==> src/common/tccu_consts.svh <==
// register offsets, field positions, reset values and timing counts of the capture/compare unit
`ifndef TCCU_CONSTS_SVH
`define TCCU_CONSTS_SVH

// ==========================================================
// register byte addresses (one aligned word each)
`define TCCU_OFF_CAP1       12'h000
`define TCCU_OFF_CAP2       12'h004
`define TCCU_OFF_CAP3       12'h008
`define TCCU_OFF_SHARED     12'h00C
`define TCCU_OFF_CMP1       12'h010
`define TCCU_OFF_CMP2       12'h014
`define TCCU_OFF_CMP3       12'h018
`define TCCU_OFF_CMP4       12'h01C
`define TCCU_OFF_FORCE      12'h020
`define TCCU_OFF_MASK       12'h024
`define TCCU_OFF_DATA       12'h028
`define TCCU_OFF_COUNT      12'h02C
`define TCCU_OFF_ACTION     12'h030
`define TCCU_OFF_EDGE       12'h034
`define TCCU_OFF_FLAGS      12'h038
`define TCCU_OFF_IRQEN      12'h03C
`define TCCU_OFF_SELECT     12'h040
// byte lanes inside a 16-bit value register: high byte at +0, low byte at +0x80 (word offsets 0x80 apart)
`define TCCU_OFF_LOWBYTE    12'h080

// ==========================================================
// field positions and reset values
`define TCCU_IMPL_MASK      8'hF8
`define TCCU_CMP_RESET      16'hFFFF
`define TCCU_PORT_LO        3
`define TCCU_CH_FLAG_LO     3

// ==========================================================
// timing counts
`define TCCU_INHIBIT_CYCLES 1
`define TCCU_PRESCALE       4'h1

`endif

==> src/common/tccu_pkg.sv <==
// types shared by the capture/compare unit
package tccu_pkg;
    // pin action encodings
    typedef enum logic [1:0] {
        TCCU_ACT_OFF,
        TCCU_ACT_TOGGLE,
        TCCU_ACT_LOW,
        TCCU_ACT_HIGH
    } tccu_action_t;

    // capture edge selections
    typedef enum logic [1:0] {
        TCCU_EDGE_NONE,
        TCCU_EDGE_RISE,
        TCCU_EDGE_FALL,
        TCCU_EDGE_ANY
    } tccu_edge_t;

    // one capture channel's controls
    typedef struct packed {
        logic       enable;
        tccu_edge_t edge_sel;
    } tccu_cap_ctl_t;
endpackage

==> src/hw/tccu_top.sv <==
// capture/compare unit: counter, registers over APB, compare pin actions
//
// What this block does
// - capture copies whole count in one transfer
// - capture latches on stable count value
// - reset leaves capture values untouched, except the shared store, which reloads ones
// - capture bytes read-only, writes ignored
// - high-byte read delays capture one cycle
// - shared channel select picks capture or compare
// - five comparators set flags on equality, fifth only when select clear
// - flag with enable raises channel request
// - reset loads compare registers with ones
// - pin action on every match regardless of flag, except fifth while select set
// - mode/level: off, toggle, low, high
// - fifth action only when select clear
// - first channel drives masked bits seven-three
// - high-byte write inhibits compare one cycle
// - force runs action without flag
// - low three bits read zero
// - count read-only, high read latches low
// - edge field selects capture edge
// - write one clears only those flags
`timescale 1ns/1ns
`include "tccu_consts.svh"
module tccu_top
    import tccu_pkg::*;
#(
    parameter int WIDTH = 16
) (
    // clock and reset
    input  wire logic        CLOCK_I,
    input  wire logic        SRST_I,
    // apb slave
    input  wire logic        PSEL_I,
    input  wire logic        PENABLE_I,
    input  wire logic        PWRITE_I,
    input  wire logic [11:0] PADDR_I,
    input  wire logic [31:0] PWDATA_I,
    output logic      [31:0] PRDATA_O,
    output logic             PREADY_O,
    output logic             PSLVERR_O,
    // capture pins (bit 3 = shared channel)
    input  wire logic [3:0]  CAPTURE_PIN_I,
    // compare port bits 7..3
    output logic      [7:3]  PORT_O,
    // per-channel requests: [7:3] compare 1..5/shared, [2:0] capture 1..3
    output logic      [7:0]  IRQ_O
);
    logic [WIDTH-1:0] free_running_count;
    logic [7:0]       count_low_latch;
    logic [WIDTH-1:0] cmp_value [5];
    logic [WIDTH-1:0] cap_value [4];
    logic [3:0]       cap_event;
    logic [4:0]       cmp_match;
    logic [4:0]       cmp_inhibit;
    logic [3:0]       cap_inhibit;
    logic [7:3]       multi_pin_action_mask;
    logic [7:3]       multi_pin_action_data;
    logic [7:0]       compare_pin_action_control;
    logic [7:0]       edge_ctl;
    logic [7:0]       channel_flag_register;
    logic [7:0]       channel_interrupt_enable_register;
    logic             shared_channel_select;
    logic [4:0]       force_pending;
    logic [4:0]       act;
    logic [7:3]       next_port;
    logic             wr_en;
    logic             rd_en;
    logic             hi_sel;
    logic [11:0]      word_addr;
    logic [31:0]      next_rdata;

    // ==========================================================
    // bus decode
    function automatic logic hit(input logic [11:0] a, input logic [11:0] off);
        return a == off;
    endfunction

    assign wr_en     = PSEL_I && PENABLE_I && PWRITE_I;
    assign rd_en     = PSEL_I && PENABLE_I && !PWRITE_I;
    assign hi_sel    = PADDR_I < `TCCU_OFF_LOWBYTE;
    assign word_addr = hi_sel ? PADDR_I : PADDR_I - `TCCU_OFF_LOWBYTE;

    // ==========================================================
    // free-running counter; captures use its registered value so it is stable
    always_ff @(posedge CLOCK_I) begin
        if (SRST_I) begin
            free_running_count <= '0;
        end else begin
            free_running_count <= free_running_count + WIDTH'(1);
        end
    end

    // high read latches low byte for the following low read
    // taken in the setup cycle, where the high byte is sampled too,
    // so a carry between setup and access cannot split the pair
    always_ff @(posedge CLOCK_I) begin
        if (SRST_I) begin
            count_low_latch <= 8'h00;
        end else if (PSEL_I && !PENABLE_I && !PWRITE_I && hi_sel && hit(word_addr, `TCCU_OFF_COUNT)) begin
            count_low_latch <= free_running_count[7:0];
        end
    end

    // ==========================================================
    // capture channels; high-byte read blocks the transfer a cycle
    genvar g;
    generate
        for (g = 0; g < 4; g++) begin : g_cap
            tccu_cap_ctl_t ctl;
            assign ctl.enable = (g < 3) ? 1'b1 : shared_channel_select;
            assign ctl.edge_sel = tccu_edge_t'(edge_ctl[2*g+:2]);
            assign cap_inhibit[g] = rd_en && hi_sel && hit(word_addr, 12'(4*g));
            tccu_capture_chan #(.WIDTH(WIDTH)) u_cap (
                .clk_i     (CLOCK_I),
                .rst_i     (SRST_I),
                .pin_i     (CAPTURE_PIN_I[g]),
                .ctl_i     (ctl),
                .inhibit_i (cap_inhibit[g]),
                .count_i   (free_running_count),
                .value_o   (cap_value[g]),
                .event_o   (cap_event[g])
            );
        end
        for (g = 0; g < 5; g++) begin : g_cmp
            // channel 5 is the shared register at its own offset
            localparam logic [11:0] OFF = (g == 4) ? `TCCU_OFF_SHARED : 12'(`TCCU_OFF_CMP1 + 4*g);
            assign cmp_inhibit[g] = wr_en && hi_sel && hit(word_addr, OFF);
            tccu_compare_chan #(.WIDTH(WIDTH)) u_cmp (
                .clk_i     (CLOCK_I),
                .rst_i     (SRST_I),
                .value_i   (cmp_value[g]),
                .count_i   (free_running_count),
                .inhibit_i (cmp_inhibit[g]),
                .match_o   (cmp_match[g])
            );
            // compare storage, byte writable
            always_ff @(posedge CLOCK_I) begin
                if (SRST_I) begin
                    cmp_value[g] <= `TCCU_CMP_RESET;
                end else if (g == 4 && shared_channel_select && cap_event[3]) begin
                    // shared register doubles as the fourth capture's store
                    cmp_value[g] <= cap_value[3];
                end else if (wr_en && hit(word_addr, OFF) && !(g == 4 && shared_channel_select)) begin
                    if (hi_sel) begin
                        cmp_value[g][15:8] <= PWDATA_I[7:0];
                    end else begin
                        cmp_value[g][7:0] <= PWDATA_I[7:0];
                    end
                end
            end
        end
    endgenerate

    // ==========================================================
    // control registers
    always_ff @(posedge CLOCK_I) begin
        if (SRST_I) begin
            multi_pin_action_mask      <= '0;
            multi_pin_action_data      <= '0;
            compare_pin_action_control <= 8'h00;
            edge_ctl                   <= 8'h00;
            channel_interrupt_enable_register <= 8'h00;
            shared_channel_select      <= 1'b0;
        end else if (wr_en && hi_sel) begin
            if (hit(word_addr, `TCCU_OFF_MASK))   multi_pin_action_mask <= PWDATA_I[7:3];
            if (hit(word_addr, `TCCU_OFF_DATA))   multi_pin_action_data <= PWDATA_I[7:3];
            if (hit(word_addr, `TCCU_OFF_ACTION)) compare_pin_action_control <= PWDATA_I[7:0];
            if (hit(word_addr, `TCCU_OFF_EDGE))   edge_ctl <= PWDATA_I[7:0];
            if (hit(word_addr, `TCCU_OFF_IRQEN))  channel_interrupt_enable_register <= PWDATA_I[7:0];
            if (hit(word_addr, `TCCU_OFF_SELECT)) shared_channel_select <= PWDATA_I[0];
        end
    end

    // force bits wait for the next count transition, one cycle later
    always_ff @(posedge CLOCK_I) begin
        if (SRST_I) begin
            force_pending <= 5'h00;
        end else if (wr_en && hi_sel && hit(word_addr, `TCCU_OFF_FORCE)) begin
            force_pending <= PWDATA_I[7:3];
        end else begin
            force_pending <= 5'h00;
        end
    end

    // ==========================================================
    // flags: set wins over write-one clear
    always_ff @(posedge CLOCK_I) begin
        if (SRST_I) begin
            channel_flag_register <= 8'h00;
        end else begin
            channel_flag_register <= (channel_flag_register
                & ~((wr_en && hi_sel && hit(word_addr, `TCCU_OFF_FLAGS)) ? PWDATA_I[7:0] : 8'h00))
                | {cmp_match[0], cmp_match[1], cmp_match[2], cmp_match[3],
                   shared_channel_select ? cap_event[3] : cmp_match[4], cap_event[2:0]};
        end
    end

    // requests follow flag and enable
    always_ff @(posedge CLOCK_I) begin
        if (SRST_I) begin
            IRQ_O <= 8'h00;
        end else begin
            IRQ_O <= channel_flag_register & channel_interrupt_enable_register;
        end
    end

    // ==========================================================
    // pin actions; match or force, flag state does not matter
    assign act = cmp_match | force_pending;

    always_comb begin
        next_port = PORT_O;
        for (int i = 1; i < 5; i++) begin
            // channel i+1 drives port bit 7-i
            if (act[i] && !(i == 4 && shared_channel_select)) begin
                case (tccu_action_t'(compare_pin_action_control[7-2*(i-1)-:2]))
                    TCCU_ACT_TOGGLE: next_port[7-i] = ~PORT_O[7-i];
                    TCCU_ACT_LOW:    next_port[7-i] = 1'b0;
                    TCCU_ACT_HIGH:   next_port[7-i] = 1'b1;
                    default:         next_port[7-i] = PORT_O[7-i];
                endcase
            end
        end
        // first channel applied last so it takes precedence
        if (act[0]) begin
            next_port = (next_port & ~multi_pin_action_mask)
                      | (multi_pin_action_data & multi_pin_action_mask);
        end
    end

    always_ff @(posedge CLOCK_I) begin
        if (SRST_I) begin
            PORT_O <= '0;
        end else begin
            PORT_O <= next_port;
        end
    end

    // ==========================================================
    // read mux
    always_comb begin
        next_rdata = 32'h0000_0000;
        // the shared offset always reads the one shared store, in either role
        for (int i = 0; i < 3; i++) begin
            if (hit(word_addr, 12'(4*i))) begin
                next_rdata[7:0] = hi_sel ? cap_value[i][15:8] : cap_value[i][7:0];
            end
        end
        for (int i = 0; i < 5; i++) begin
            if ((i < 4 && hit(word_addr, 12'(`TCCU_OFF_CMP1 + 4*i)))
                || (i == 4 && hit(word_addr, `TCCU_OFF_SHARED))) begin
                next_rdata[7:0] = hi_sel ? cmp_value[i][15:8] : cmp_value[i][7:0];
            end
        end
        if (hi_sel) begin
            if (hit(word_addr, `TCCU_OFF_FORCE))  next_rdata[7:0] = 8'h00;
            if (hit(word_addr, `TCCU_OFF_MASK))   next_rdata[7:0] = {multi_pin_action_mask, 3'b000};
            if (hit(word_addr, `TCCU_OFF_DATA))   next_rdata[7:0] = {multi_pin_action_data, 3'b000};
            if (hit(word_addr, `TCCU_OFF_ACTION)) next_rdata[7:0] = compare_pin_action_control;
            if (hit(word_addr, `TCCU_OFF_EDGE))   next_rdata[7:0] = edge_ctl;
            if (hit(word_addr, `TCCU_OFF_FLAGS))  next_rdata[7:0] = channel_flag_register;
            if (hit(word_addr, `TCCU_OFF_IRQEN))  next_rdata[7:0] = channel_interrupt_enable_register;
            if (hit(word_addr, `TCCU_OFF_SELECT)) next_rdata[7:0] = {7'h00, shared_channel_select};
            if (hit(word_addr, `TCCU_OFF_COUNT))  next_rdata[7:0] = free_running_count[15:8];
        end else if (hit(word_addr, `TCCU_OFF_COUNT)) begin
            next_rdata[7:0] = count_low_latch;
        end
    end

    // answer one cycle after setup: pready and data registered
    always_ff @(posedge CLOCK_I) begin
        if (SRST_I) begin
            PREADY_O  <= 1'b0;
            PRDATA_O  <= 32'h0000_0000;
            PSLVERR_O <= 1'b0;
        end else begin
            PREADY_O  <= PSEL_I && !PENABLE_I;
            PRDATA_O  <= next_rdata;
            PSLVERR_O <= 1'b0;
        end
    end

    // ==========================================================
    // checks
    // flags and requests
    chk_flag_set: assert property (@(posedge CLOCK_I) disable iff (SRST_I)
        cmp_match[1] |=> channel_flag_register[6]) else $error("compare flag not set");
    chk_irq_raise: assert property (@(posedge CLOCK_I) disable iff (SRST_I)
        (channel_flag_register[6] && channel_interrupt_enable_register[6]) |=> IRQ_O[6])
        else $error("request missing");
    chk_irq_drop: assert property (@(posedge CLOCK_I) disable iff (SRST_I)
        !channel_flag_register[6] |=> !IRQ_O[6]) else $error("request without flag");
    chk_force_noflag: assert property (@(posedge CLOCK_I) disable iff (SRST_I)
        (force_pending[0] && !cmp_match[0] && !channel_flag_register[7]
         && !(wr_en && hi_sel && hit(word_addr, `TCCU_OFF_FLAGS))) |=> !channel_flag_register[7])
        else $error("force set a flag");
    chk_flag_clear: assert property (@(posedge CLOCK_I) disable iff (SRST_I)
        (wr_en && hi_sel && hit(word_addr, `TCCU_OFF_FLAGS) && PWDATA_I[6] && !cmp_match[1])
        |=> !channel_flag_register[6]) else $error("flag not cleared");
    // pin actions, seen one cycle after the action is applied
    chk_mask_drive: assert property (@(posedge CLOCK_I) disable iff (SRST_I)
        (act[0] && multi_pin_action_mask[7]) |=> PORT_O[7] == $past(multi_pin_action_data[7]))
        else $error("masked bit not driven");
    chk_port_untouched: assert property (@(posedge CLOCK_I) disable iff (SRST_I)
        (act[0] && !multi_pin_action_mask[5] && !act[2]) |=> PORT_O[5] == $past(PORT_O[5]))
        else $error("unmasked bit moved");
    chk_high_set: assert property (@(posedge CLOCK_I) disable iff (SRST_I)
        (act[1] && !act[0] && compare_pin_action_control[7:6] == 2'b11) |=> PORT_O[6])
        else $error("set action failed");
    chk_low_clear: assert property (@(posedge CLOCK_I) disable iff (SRST_I)
        (act[1] && !act[0] && compare_pin_action_control[7:6] == 2'b10) |=> !PORT_O[6])
        else $error("clear action failed");
    chk_toggle_pin: assert property (@(posedge CLOCK_I) disable iff (SRST_I)
        (act[1] && !act[0] && compare_pin_action_control[7:6] == 2'b01) |=> PORT_O[6] != $past(PORT_O[6]))
        else $error("toggle action failed");
    chk_shared_quiet: assert property (@(posedge CLOCK_I) disable iff (SRST_I)
        (shared_channel_select && !act[0]) |=> PORT_O[3] == $past(PORT_O[3]))
        else $error("fifth action while capturing");
    // registers, reset and counter
    chk_select_write: assert property (@(posedge CLOCK_I) disable iff (SRST_I)
        (shared_channel_select && wr_en && hit(word_addr, `TCCU_OFF_SHARED) && !cap_event[3])
        |=> cmp_value[4] == $past(cmp_value[4])) else $error("shared value written while capturing");
    chk_cap_block: assert property (@(posedge CLOCK_I) disable iff (SRST_I)
        cap_inhibit[0] |=> !cap_event[0]) else $error("capture during high read");
    chk_unimpl_read: assert property (@(posedge CLOCK_I) disable iff (SRST_I)
        (rd_en && hi_sel && hit(word_addr, `TCCU_OFF_MASK)) |-> PRDATA_O[2:0] == 3'b000)
        else $error("unimplemented mask bits not zero");
    chk_reset_ones: assert property (@(posedge CLOCK_I)
        SRST_I |=> cmp_value[0] == `TCCU_CMP_RESET && cmp_value[4] == `TCCU_CMP_RESET)
        else $error("compare reset wrong");
    chk_count_step: assert property (@(posedge CLOCK_I) disable iff (SRST_I)
        1'b1 |=> free_running_count == $past(free_running_count) + WIDTH'(1))
        else $error("counter skipped");
    // covers for the main scenarios
    cov_force: cover property (@(posedge CLOCK_I) force_pending[0]);
    cov_capture: cover property (@(posedge CLOCK_I) cap_event[0]);
    cov_match: cover property (@(posedge CLOCK_I) cmp_match[1] && IRQ_O[6]);
    cov_force_five: cover property (@(posedge CLOCK_I) force_pending[4] && !shared_channel_select);
    cov_toggle: cover property (@(posedge CLOCK_I) act[1] && compare_pin_action_control[7:6] == 2'b01);
endmodule // tccu_top

==> src/hw/tccu_capture_chan.sv <==
// one input capture channel: synchroniser, edge judge and held capture request
`timescale 1ns/1ns
`include "tccu_consts.svh"
module tccu_capture_chan
    import tccu_pkg::*;
#(
    parameter int WIDTH = 16
) (
    // clock and reset
    input  wire logic             clk_i,
    input  wire logic             rst_i,
    // pin and control
    input  wire logic             pin_i,
    input  wire tccu_cap_ctl_t    ctl_i,
    input  wire logic             inhibit_i,
    input  wire logic [WIDTH-1:0] count_i,
    // result
    output logic [WIDTH-1:0]      value_o,
    output logic                  event_o
);
    logic sync_a;
    logic sync_b;
    logic last;
    logic pending;
    logic edge_hit;

    // two-stage synchroniser; first stage only feeds the second
    always_ff @(posedge clk_i) begin
        sync_a <= pin_i;
        sync_b <= sync_a;
        last   <= rst_i ? 1'b0 : sync_b;
    end

    // edge judge on the settled level only
    always_comb begin
        case (ctl_i.edge_sel)
            TCCU_EDGE_RISE: edge_hit = sync_b & ~last;
            TCCU_EDGE_FALL: edge_hit = ~sync_b & last;
            TCCU_EDGE_ANY:  edge_hit = sync_b ^ last;
            default:        edge_hit = 1'b0;
        endcase
    end

    // a blocked capture is held, never dropped
    always_ff @(posedge clk_i) begin
        if (rst_i) begin
            pending <= 1'b0;
            event_o <= 1'b0;
        end else begin
            pending <= ((edge_hit & ctl_i.enable) | pending) & inhibit_i;
            event_o <= ((edge_hit & ctl_i.enable) | pending) & ~inhibit_i;
        end
    end

    // whole-word parallel latch; reset leaves the value alone
    always_ff @(posedge clk_i) begin
        if (((edge_hit & ctl_i.enable) | pending) && !inhibit_i) begin
            value_o <= count_i;
        end
    end

    chk_held_capture: assert property (@(posedge clk_i) disable iff (rst_i)
        (pending && !inhibit_i) |=> event_o) else $error("held capture lost");
endmodule // tccu_capture_chan

==> src/hw/tccu_compare_chan.sv <==
// one output compare channel: comparator with high-byte write inhibit
`timescale 1ns/1ns
`include "tccu_consts.svh"
module tccu_compare_chan #(
    parameter int WIDTH = 16
) (
    // clock and reset
    input  wire logic             clk_i,
    input  wire logic             rst_i,
    // compare inputs
    input  wire logic [WIDTH-1:0] value_i,
    input  wire logic [WIDTH-1:0] count_i,
    input  wire logic             inhibit_i,
    // result
    output logic                  match_o
);
    // compare every cycle except the one after a high-byte write
    always_ff @(posedge clk_i) begin
        if (rst_i) begin
            match_o <= 1'b0;
        end else begin
            match_o <= (value_i == count_i) && !inhibit_i;
        end
    end

    chk_cmp_inhibit: assert property (@(posedge clk_i) disable iff (rst_i)
        inhibit_i |=> !match_o) else $error("compare not inhibited");
endmodule // tccu_compare_chan

==> config.mk <==
export PLATFORM = sky130hd
export DESIGN_NAME = tccu_top
export DESIGN_NICKNAME = d
export VERILOG_FILES = /design/src/common/tccu_pkg.sv /design/src/hw/tccu_top.sv /design/src/hw/tccu_capture_chan.sv /design/src/hw/tccu_compare_chan.sv
export VERILOG_INCLUDE_DIRS = /design/src /design/src/common
export SDC_FILE = /design/constraint.sdc
export NUM_CORES = 1
export LEC_CHECK = 0
export BUFFER_PORTS_ARGS = -buffer_cell sky130_fd_sc_hd__buf_4
export CELL_PAD_IN_SITES_DETAIL_PLACEMENT = 1
export CELL_PAD_IN_SITES_GLOBAL_PLACEMENT = 2
export CORE_ASPECT_RATIO = 2
export CORE_MARGIN = 3
export CORE_UTILIZATION = 39
export DETAILED_ROUTE_END_ITERATION = 10
export PLACE_DENSITY = 0.87
export SLEW_MARGIN = 10
export SYNTH_ARGS = -nofsm -noshare
export SYNTH_HDL_FRONTEND = slang
export SYNTH_SLANG_ARGS = --single-unit
==> constraint.sdc <==
create_clock -name CLOCK_I -period 3.5 [get_ports CLOCK_I]
set_clock_uncertainty 0.05 [all_clocks]
set_input_delay 0.175 -clock CLOCK_I [delete_from_list [all_inputs] [get_ports CLOCK_I]]
set_output_delay 0.175 -clock CLOCK_I [all_outputs]
set_load 0.03 [all_outputs]
# Yosys cells after proc, flatten, opt, wreduce, memory -nomap -nowiden
# Memory sizes are Yosys's and may differ from the RTL's.
# Cells that the tools add are included.
# W data, S select, Z words.
dict set report totals {
  register_bits 207
  ram_bits 80
  n_memories 1
}
dict set report classes {
  add_sub_neg 2
  magnitude_cmp 1
  n_eq_ne 45
  muxes 93
  bitwise_logic 62
  reduce_logical 57
}
# memory words word_bits rd rd_clocked_by_memory_dff wr line_no
set memory_table {}
lappend memory_table {cmp_value 5 16 5 0 5 tccu_top.sv:51} ;# logic [WIDTH-1:0] cmp_value [5];
# op count
set ops {}
lappend ops {{$mux W8} 38}
lappend ops {{$eq A12 B6 Y1 const B} 8}
lappend ops {{$eq A16 B16 Y1} 5}
lappend ops {{$eq A12 B5 Y1 const B} 4}
lappend ops {{$mux W1} 44}
lappend ops {{$logic_and A1 B1 Y1} 37}
lappend ops {{$eq A2 B2 Y1 const B} 16}
lappend ops {{$eq A12 B4 Y1 const B} 2}
lappend ops {{$pmux W1 S3} 8}
lappend ops {{$and A1 B1 Y1} 17}
lappend ops {{$not A1 Y1} 17}
lappend ops {{$add A16 B1 Y16 const B} 1}
lappend ops {{$and A8 B8 Y8} 2}
lappend ops {{$eq A2 B1 Y1 const B} 8}
lappend ops {{$mux W16} 1}
lappend ops {{$or A1 B1 Y1} 15}
lappend ops {{$eq A12 B3 Y1 const B} 1}
lappend ops {{$eq A12 B7 Y1 const B} 1}
lappend ops {{$logic_not A1 Y1} 12}
lappend ops {{$logic_not A12 Y1} 1}
lappend ops {{$lt A12 B8 Y1 const B} 1}
lappend ops {{$mux W12} 1}
lappend ops {{$reduce_and A2 Y1} 6}
lappend ops {{$sub A12 B8 Y12 const B} 1}
lappend ops {{8 further kinds} 13}

# Logic depth before layout (Yosys ltp)
dict set report depth {
  ltp_word 21
  ltp_mapped 13
}

# Hierarchy
# From an unflattened synthesis, not the netlist that was laid out.
dict set report hier_totals {
  cells_unflattened 1249
  area_unflattened_um2 13068.8
}
# module instances cells_per_inst area_per_inst_um2
set modules_own_cells {}
lappend modules_own_cells {tccu_top 1 994 9317.7}
lappend modules_own_cells {tccu_capture_chan 4 35 684.4}
lappend modules_own_cells {tccu_compare_chan 5 23 202.7}

# Least setup slack after synthesis
# OpenSTA, ideal clock, no wires.
dict set report synth_timing {
  kind {input to register}
  start {in PADDR_I[7]}
  end {reg g_cap[0].u_cap.value_o[0] (enable)}
  setup_ps 388
  arrival_ps 2345
  slack_ps 717
  path_stages 10
  cell_sequence {buf_6 -> inv_2 -> ha_1 -> nor4b_1 -> and3_4 -> nor2_2 -> buf_2 -> nor3_2 -> and3_1 -> nor2_1}
}
dict set report synth_between {
  elab_chain_len 6
  word_cells_on_any_way 8
  classes_between {add/sub (1); order compare (1); mux (1); reduce/logical (5)}
}
# element line_no
set synth_rtl {}
lappend synth_rtl {{from (decl)} tccu_top.sv:37} ;# input wire logic [11:0] PADDR_I,
lappend synth_rtl {{$sub A12 B8 Y12 (no source line) or $lt A12 B8 Y1 (tied branches)} -}
lappend synth_rtl {{$mux W12 (no source line)} -}
lappend synth_rtl {{$logic_not A12 Y1} tccu_top.sv:76} ;# return a == off;
lappend synth_rtl {{$logic_and A1 B1 Y1 *} tccu_top.sv:113} ;# assign cap_inhibit[g] = rd_en && hi_sel && hit(word_addr, 12'(4*g));
lappend synth_rtl {{$logic_not A1 Y1 *} tccu_capture_chan.sv:57} ;# if (((edge_hit & ctl_i.enable) | pending) && !inhibit_i) begin
lappend synth_rtl {{$logic_and A1 B1 Y1 *} tccu_capture_chan.sv:57}
lappend synth_rtl {{to (signal assigned)} tccu_capture_chan.sv:58} ;# value_o <= count_i;
lappend synth_rtl {{to (decl)} tccu_capture_chan.sv:18} ;# output logic [WIDTH-1:0] value_o,
# Every way passes the cells marked *; elsewhere a longest branch is shown, timed or not.
# A chain may end at the register's enable or synchronous reset.

# Worst setup path in the final report
dict set report layout_timing {
  start {in PADDR_I[7]}
  end {reg g_cap[2].u_cap.value_o[8] (enable)}
}
dict set report layout_between {
  elab_chain_len 6
  word_cells_on_any_way 8
  classes_between {add/sub (1); order compare (1); eq/ne (1); mux (1); reduce/logical (4)}
}
# element line_no
set layout_rtl {}
lappend layout_rtl {{$sub A12 B8 Y12 (no source line) or $lt A12 B8 Y1 (tied branches)} -}
lappend layout_rtl {{$mux W12 (no source line)} -}
lappend layout_rtl {{$eq A12 B4 Y1} tccu_top.sv:76}
lappend layout_rtl {{$logic_and A1 B1 Y1 *} tccu_top.sv:113}
lappend layout_rtl {{$logic_not A1 Y1 *} tccu_capture_chan.sv:57}
lappend layout_rtl {{$logic_and A1 B1 Y1 *} tccu_capture_chan.sv:57}
lappend layout_rtl {{to (signal assigned)} tccu_capture_chan.sv:58}
lappend layout_rtl {{to (decl)} tccu_capture_chan.sv:18}
# Marks and branches as above.

==> out/qor.csv <==
stage;metric;value;unit
critical_path;Critical Path Fanout Max;16;
floorplan;Initial Util;39.78;%
floorplan;die area;35340;um^2
timing;Setup Viol. Count Final;0;
clock_tree;CTS buffer count;24;
critical_path;cells along the critical path;buf_4, inv_2, ha_1, nor4b_1, nand3_1, nand2_1, buf_4, nand2_1, nor3_1, buf_4, nor2_1, buf_4;
flow_run;max_cap viols;0;
hold_path;hold path endpoint;PREADY_O;
grt;GRT Util Overall;28.41;%
timing;Fin. Hold Viols;0;
grt;first-pass GRT wire length;73.08;mm
grt;initial antenna violation count;0;
placed_design;IO buf count;50;
clock_tree;Clock transition at path regs;70;ps
clock_tree;CTS Hold Bufs;12;
grt;GRT Residual Overflow;0;
critical_path;Largest delay share family, worst path;simple AND/OR/NAND/NOR gates;
floorplan;# IOs;100;
routing;final wirelength;51.11;mm
clock_tree;post-CTS setup buffers;0;
synth;cell count after synthesis;1267;
timing;slew of the pin with the lowest slew margin;941.1;ps
critical_path;R2R Path End;free_running_count[14];
finish;diode count;0;
critical_path;arrival time at the worst endpoint;2910;ps
timing;TNS Setup;0;ps
routing;drt wl/cell;28.55;um
placed_design;DP Cell Count;1734;
status;status;finished clean;
synth;predominant post-synthesis flop cell;edfxtp_1;
timing;Rel. slew slack;36.60;%
synth;Distinct cells, synth;81;
routing;initial drt markers;740;
synth;sequential cell area fraction in the yosys report;52.11;%
routing;1st-pass router iterations;5;
critical_path;CP max stage delay;460;ps
critical_path;R2R Setup Slk;1200;ps
synth;EDFF count, synth;144;
finish;Cell Count, Final, Fillers Out;1790;
critical_path;Worst Setup End Kind;flip-flop;
pwr;worst vdd ir;0.4446;mV
hold_path;type of the worst min-delay path;in2reg;
finish;area delta synth->final;15.30;%
placed_design;Placer Congestion;0.9696;
clock_tree;Sink Count;263;
synth;Mapped Area;12870;um^2
timing;fmax;372.2;MHz
floorplan;die width;134.4;um
critical_path;Worst Path Required;3730;ps
critical_path;cell mode on critical path;buf_4;
timing;min Tclk post-route;2687;ps
pwr;Power Density;449.1;nW/um^2
clock_tree;PostCTS Resize Cnt;0;
floorplan;Site Rows;93;
critical_path;Critical Path Source Type;primary input;
routing;mean number of vias per cell;5.908;
pwr;Leak;5.474;nW
clock_tree;Clk Latency, worst-skew pair;540;ps
clock_tree;H-tree depth;1;
placed_design;HPWL after DPL;37.79;mm
critical_path;Bufs and invs on worst path;5;
synth;Synth async-reset ratio;0;%
hold_path;worst hold path cell count;3;
critical_path;worst r2r src;free_running_count[4];
routing;ANT nets after route;0;
timing;RSZ-0062 raised after global routing;no;
floorplan;Chip Height;262.9;um
synth;synth warn;0;
floorplan;Core ar.;32350;um^2
critical_path;CP max stage cell;nor3_1;
routing;DR vias;10580;
routing;drc violations;0;
timing;max-slew violation count;0;
finish;Final #Nets;1408;
hold_path;Worst Hold Launch;PENABLE_I;
synth;syn_area_per_cell;10.16;um^2
critical_path;WS Path Type;in2reg;
grt;pin count of the biggest net entering global routing;51;
finish;layout cell share with drive strength beyond 1;17.83;%
clock_tree;CTS tree;built;
synth;Seq cells post-synth;263;
critical_path;FF-to-FF path depth;9;
clock_tree;Clock Path Buffers;3;
timing;Tcrit/Tclk final;76.77;%
clock_tree;Clock Tree Root;clkbuf_16;
grt;vias in the first global route;11130;
per-layer routing:
layer  part of all wire, %  routed length, um  GRT usage [%]  up-vias
li1                      -                  -              -     4619
met1                    31              16010          26.80     5210
met2                    51              26120          51.44      487
met3                   5.0               2538          3.295      259
met4                    13               6442          27.02        0
met5                     0                  0              0        -
power breakdown:
group          switching [W]  internal, W  total, W
combinational       0.000298     0.000121  0.000418
sequential         0.0000604      0.00329   0.00335
clock                0.00126      0.00164   0.00289
total                0.00162      0.00505   0.00666
through the flow:
stage | hold WS, ps | util (%) | setup slack, ps | instance area (um^2) | power, W
floorplan | 152.7 | - | 716.5 | 12960 | 0.003647
global placement | 229.7 | 42.86 | 417.5 | 13860 | 0.003807
detailed placement | 230.7 | 42.86 | 317.6 | 13860 | 0.003819
CTS | 6.875 | 45.87 | 875.6 | 14840 | 0.006682
global route | 27.40 | 45.87 | 673.3 | 14840 | 0.006820
finish | 22.77 | 45.87 | 813.0 | 14840 | 0.006663
sequential cells by signal, indices dropped and copies added, names as in the netlist, named ones only:
register                           count
count_low_latch                        8
edge_ctl                               8
g_cap.u_cap.last                       4
g_cap.u_cap.sync_b                     4
channel_interrupt_enable_register      8
PRDATA_O                               8
PREADY_O                               1
g_cap.u_cap.sync_a                     4
g_cap.u_cap.pending                    4
channel_flag_register                  8
free_running_count                    16
multi_pin_action_mask                  5
shared_channel_select                  1
g_cap.u_cap.event_o                    4
IRQ_O                                  8
g_cap.u_cap.value_o                   64
multi_pin_action_data                  5
compare_pin_action_control             8
g_cmp.u_cmp.match_o                    5
PORT_O                                 4
force_pending                          5
cmp_value                             80
worst min-delay path, cell delays in order:
cell      delay (ps)
buf_4            100
nand2b_1         220
nor2_1            60
placed cells by master (no fill, tap or decap), types with 4 or more instances in the layout:
cell / synthesis / routed
mux2i_1: 49 / 49
ha_1: 10 / 10
xor2_1: 92 / 92
nand4_1: 7 / 7
nand2_1: 154 / 153
nor3b_1: 6 / 6
o22a_1: 16 / 16
clkbuf_16: 0 / 25
nor3_2: 4 / 4
bufinv_16: 0 / 4
o21ai_1: 3 / 4
nor3_1: 14 / 14
buf_4: 31 / 117
o221ai_1: 6 / 6
a311o_1: 5 / 5
and3_1: 20 / 20
nand2b_1: 17 / 17
a21oi_1: 73 / 73
a22o_1: 5 / 5
and2_1: 8 / 8
a221oi_1: 10 / 10
conb_1: 1 / 25
inv_1: 23 / 23
dfxtp_1: 119 / 119
nor2_2: 6 / 6
edfxtp_1: 144 / 144
a311oi_1: 6 / 6
mux2_2: 5 / 5
and4_1: 4 / 4
or2_2: 44 / 44
nor4_1: 23 / 23
dlygate4sd3_1: 0 / 12
o22ai_1: 11 / 11
a31oi_1: 13 / 13
a32oi_1: 5 / 5
nor2_1: 103 / 103
o21ai_0: 51 / 50
nand3_1: 44 / 44
or2_1: 6 / 6
Yosys cell counts (all sizes together) (21+ instances only):
| master | n | area [um^2] |
|---|---|---|
| dfxtp | 119 | 2382 |
| xor2 | 92 | 805.8 |
| nand3 | 44 | 220.2 |
| clkbuf | 51 | 191.4 |
| a21oi | 74 | 374.1 |
| nor2 | 111 | 446.7 |
| mux2i | 49 | 490.5 |
| inv | 24 | 90.08 |
| o21ai | 55 | 279.0 |
| and3 | 21 | 136.4 |
| or2 | 50 | 312.8 |
| edfxtp | 144 | 4324 |
| buf | 53 | 379.1 |
| nor4 | 25 | 168.9 |
| nand2 | 156 | 590.6 |
cell families (layout without fill, tap and decap cells):
group	Yosys count	count (layout)	share of synthesized area, %
adder cells (fa/ha/maj)	10	10	0.9723
AO/OA/AOI/OAI	233	233	12.10
other	1	25	0.02914
AND/OR/NAND/NOR	480	480	18.41
buffers and inverters	128	200	5.134
flip-flops	263	263	52.11
XOR/XNOR	95	95	6.466
multiplexers	57	57	4.774
worst max path at each step:
stage	start	end	slack (ps)	depth (start not counted)
2_1_floorplan	PADDR_I[7]	g_cap[0].u_cap.value_o[0]	720	10
3_3_place_gp	PADDR_I[7]	g_cap[2].u_cap.value_o[0]	420	12
3_5_place_dp	PADDR_I[7]	g_cap[2].u_cap.value_o[8]	320	12
4_1_cts	PADDR_I[7]	g_cap[2].u_cap.value_o[6]	880	12
5_1_grt	PADDR_I[7]	g_cap[2].u_cap.value_o[0]	670	12
6_report	PADDR_I[7]	g_cap[2].u_cap.value_o[8]	810	12
final cells by class:
class / instances / area (um^2)
Tap cell: 427 / 534.3
Timing Repair Buffer: 132 / 1059
Clock buffer: 27 / 643.1
Multi-Input combinational cell: 900 / 5594
Fill cell: 3655 / 17510
Inverter: 24 / 90.09
Sequential cell: 263 / 6706
Clock inverter: 17 / 211.5
Power figures use the tool's default switching activity.
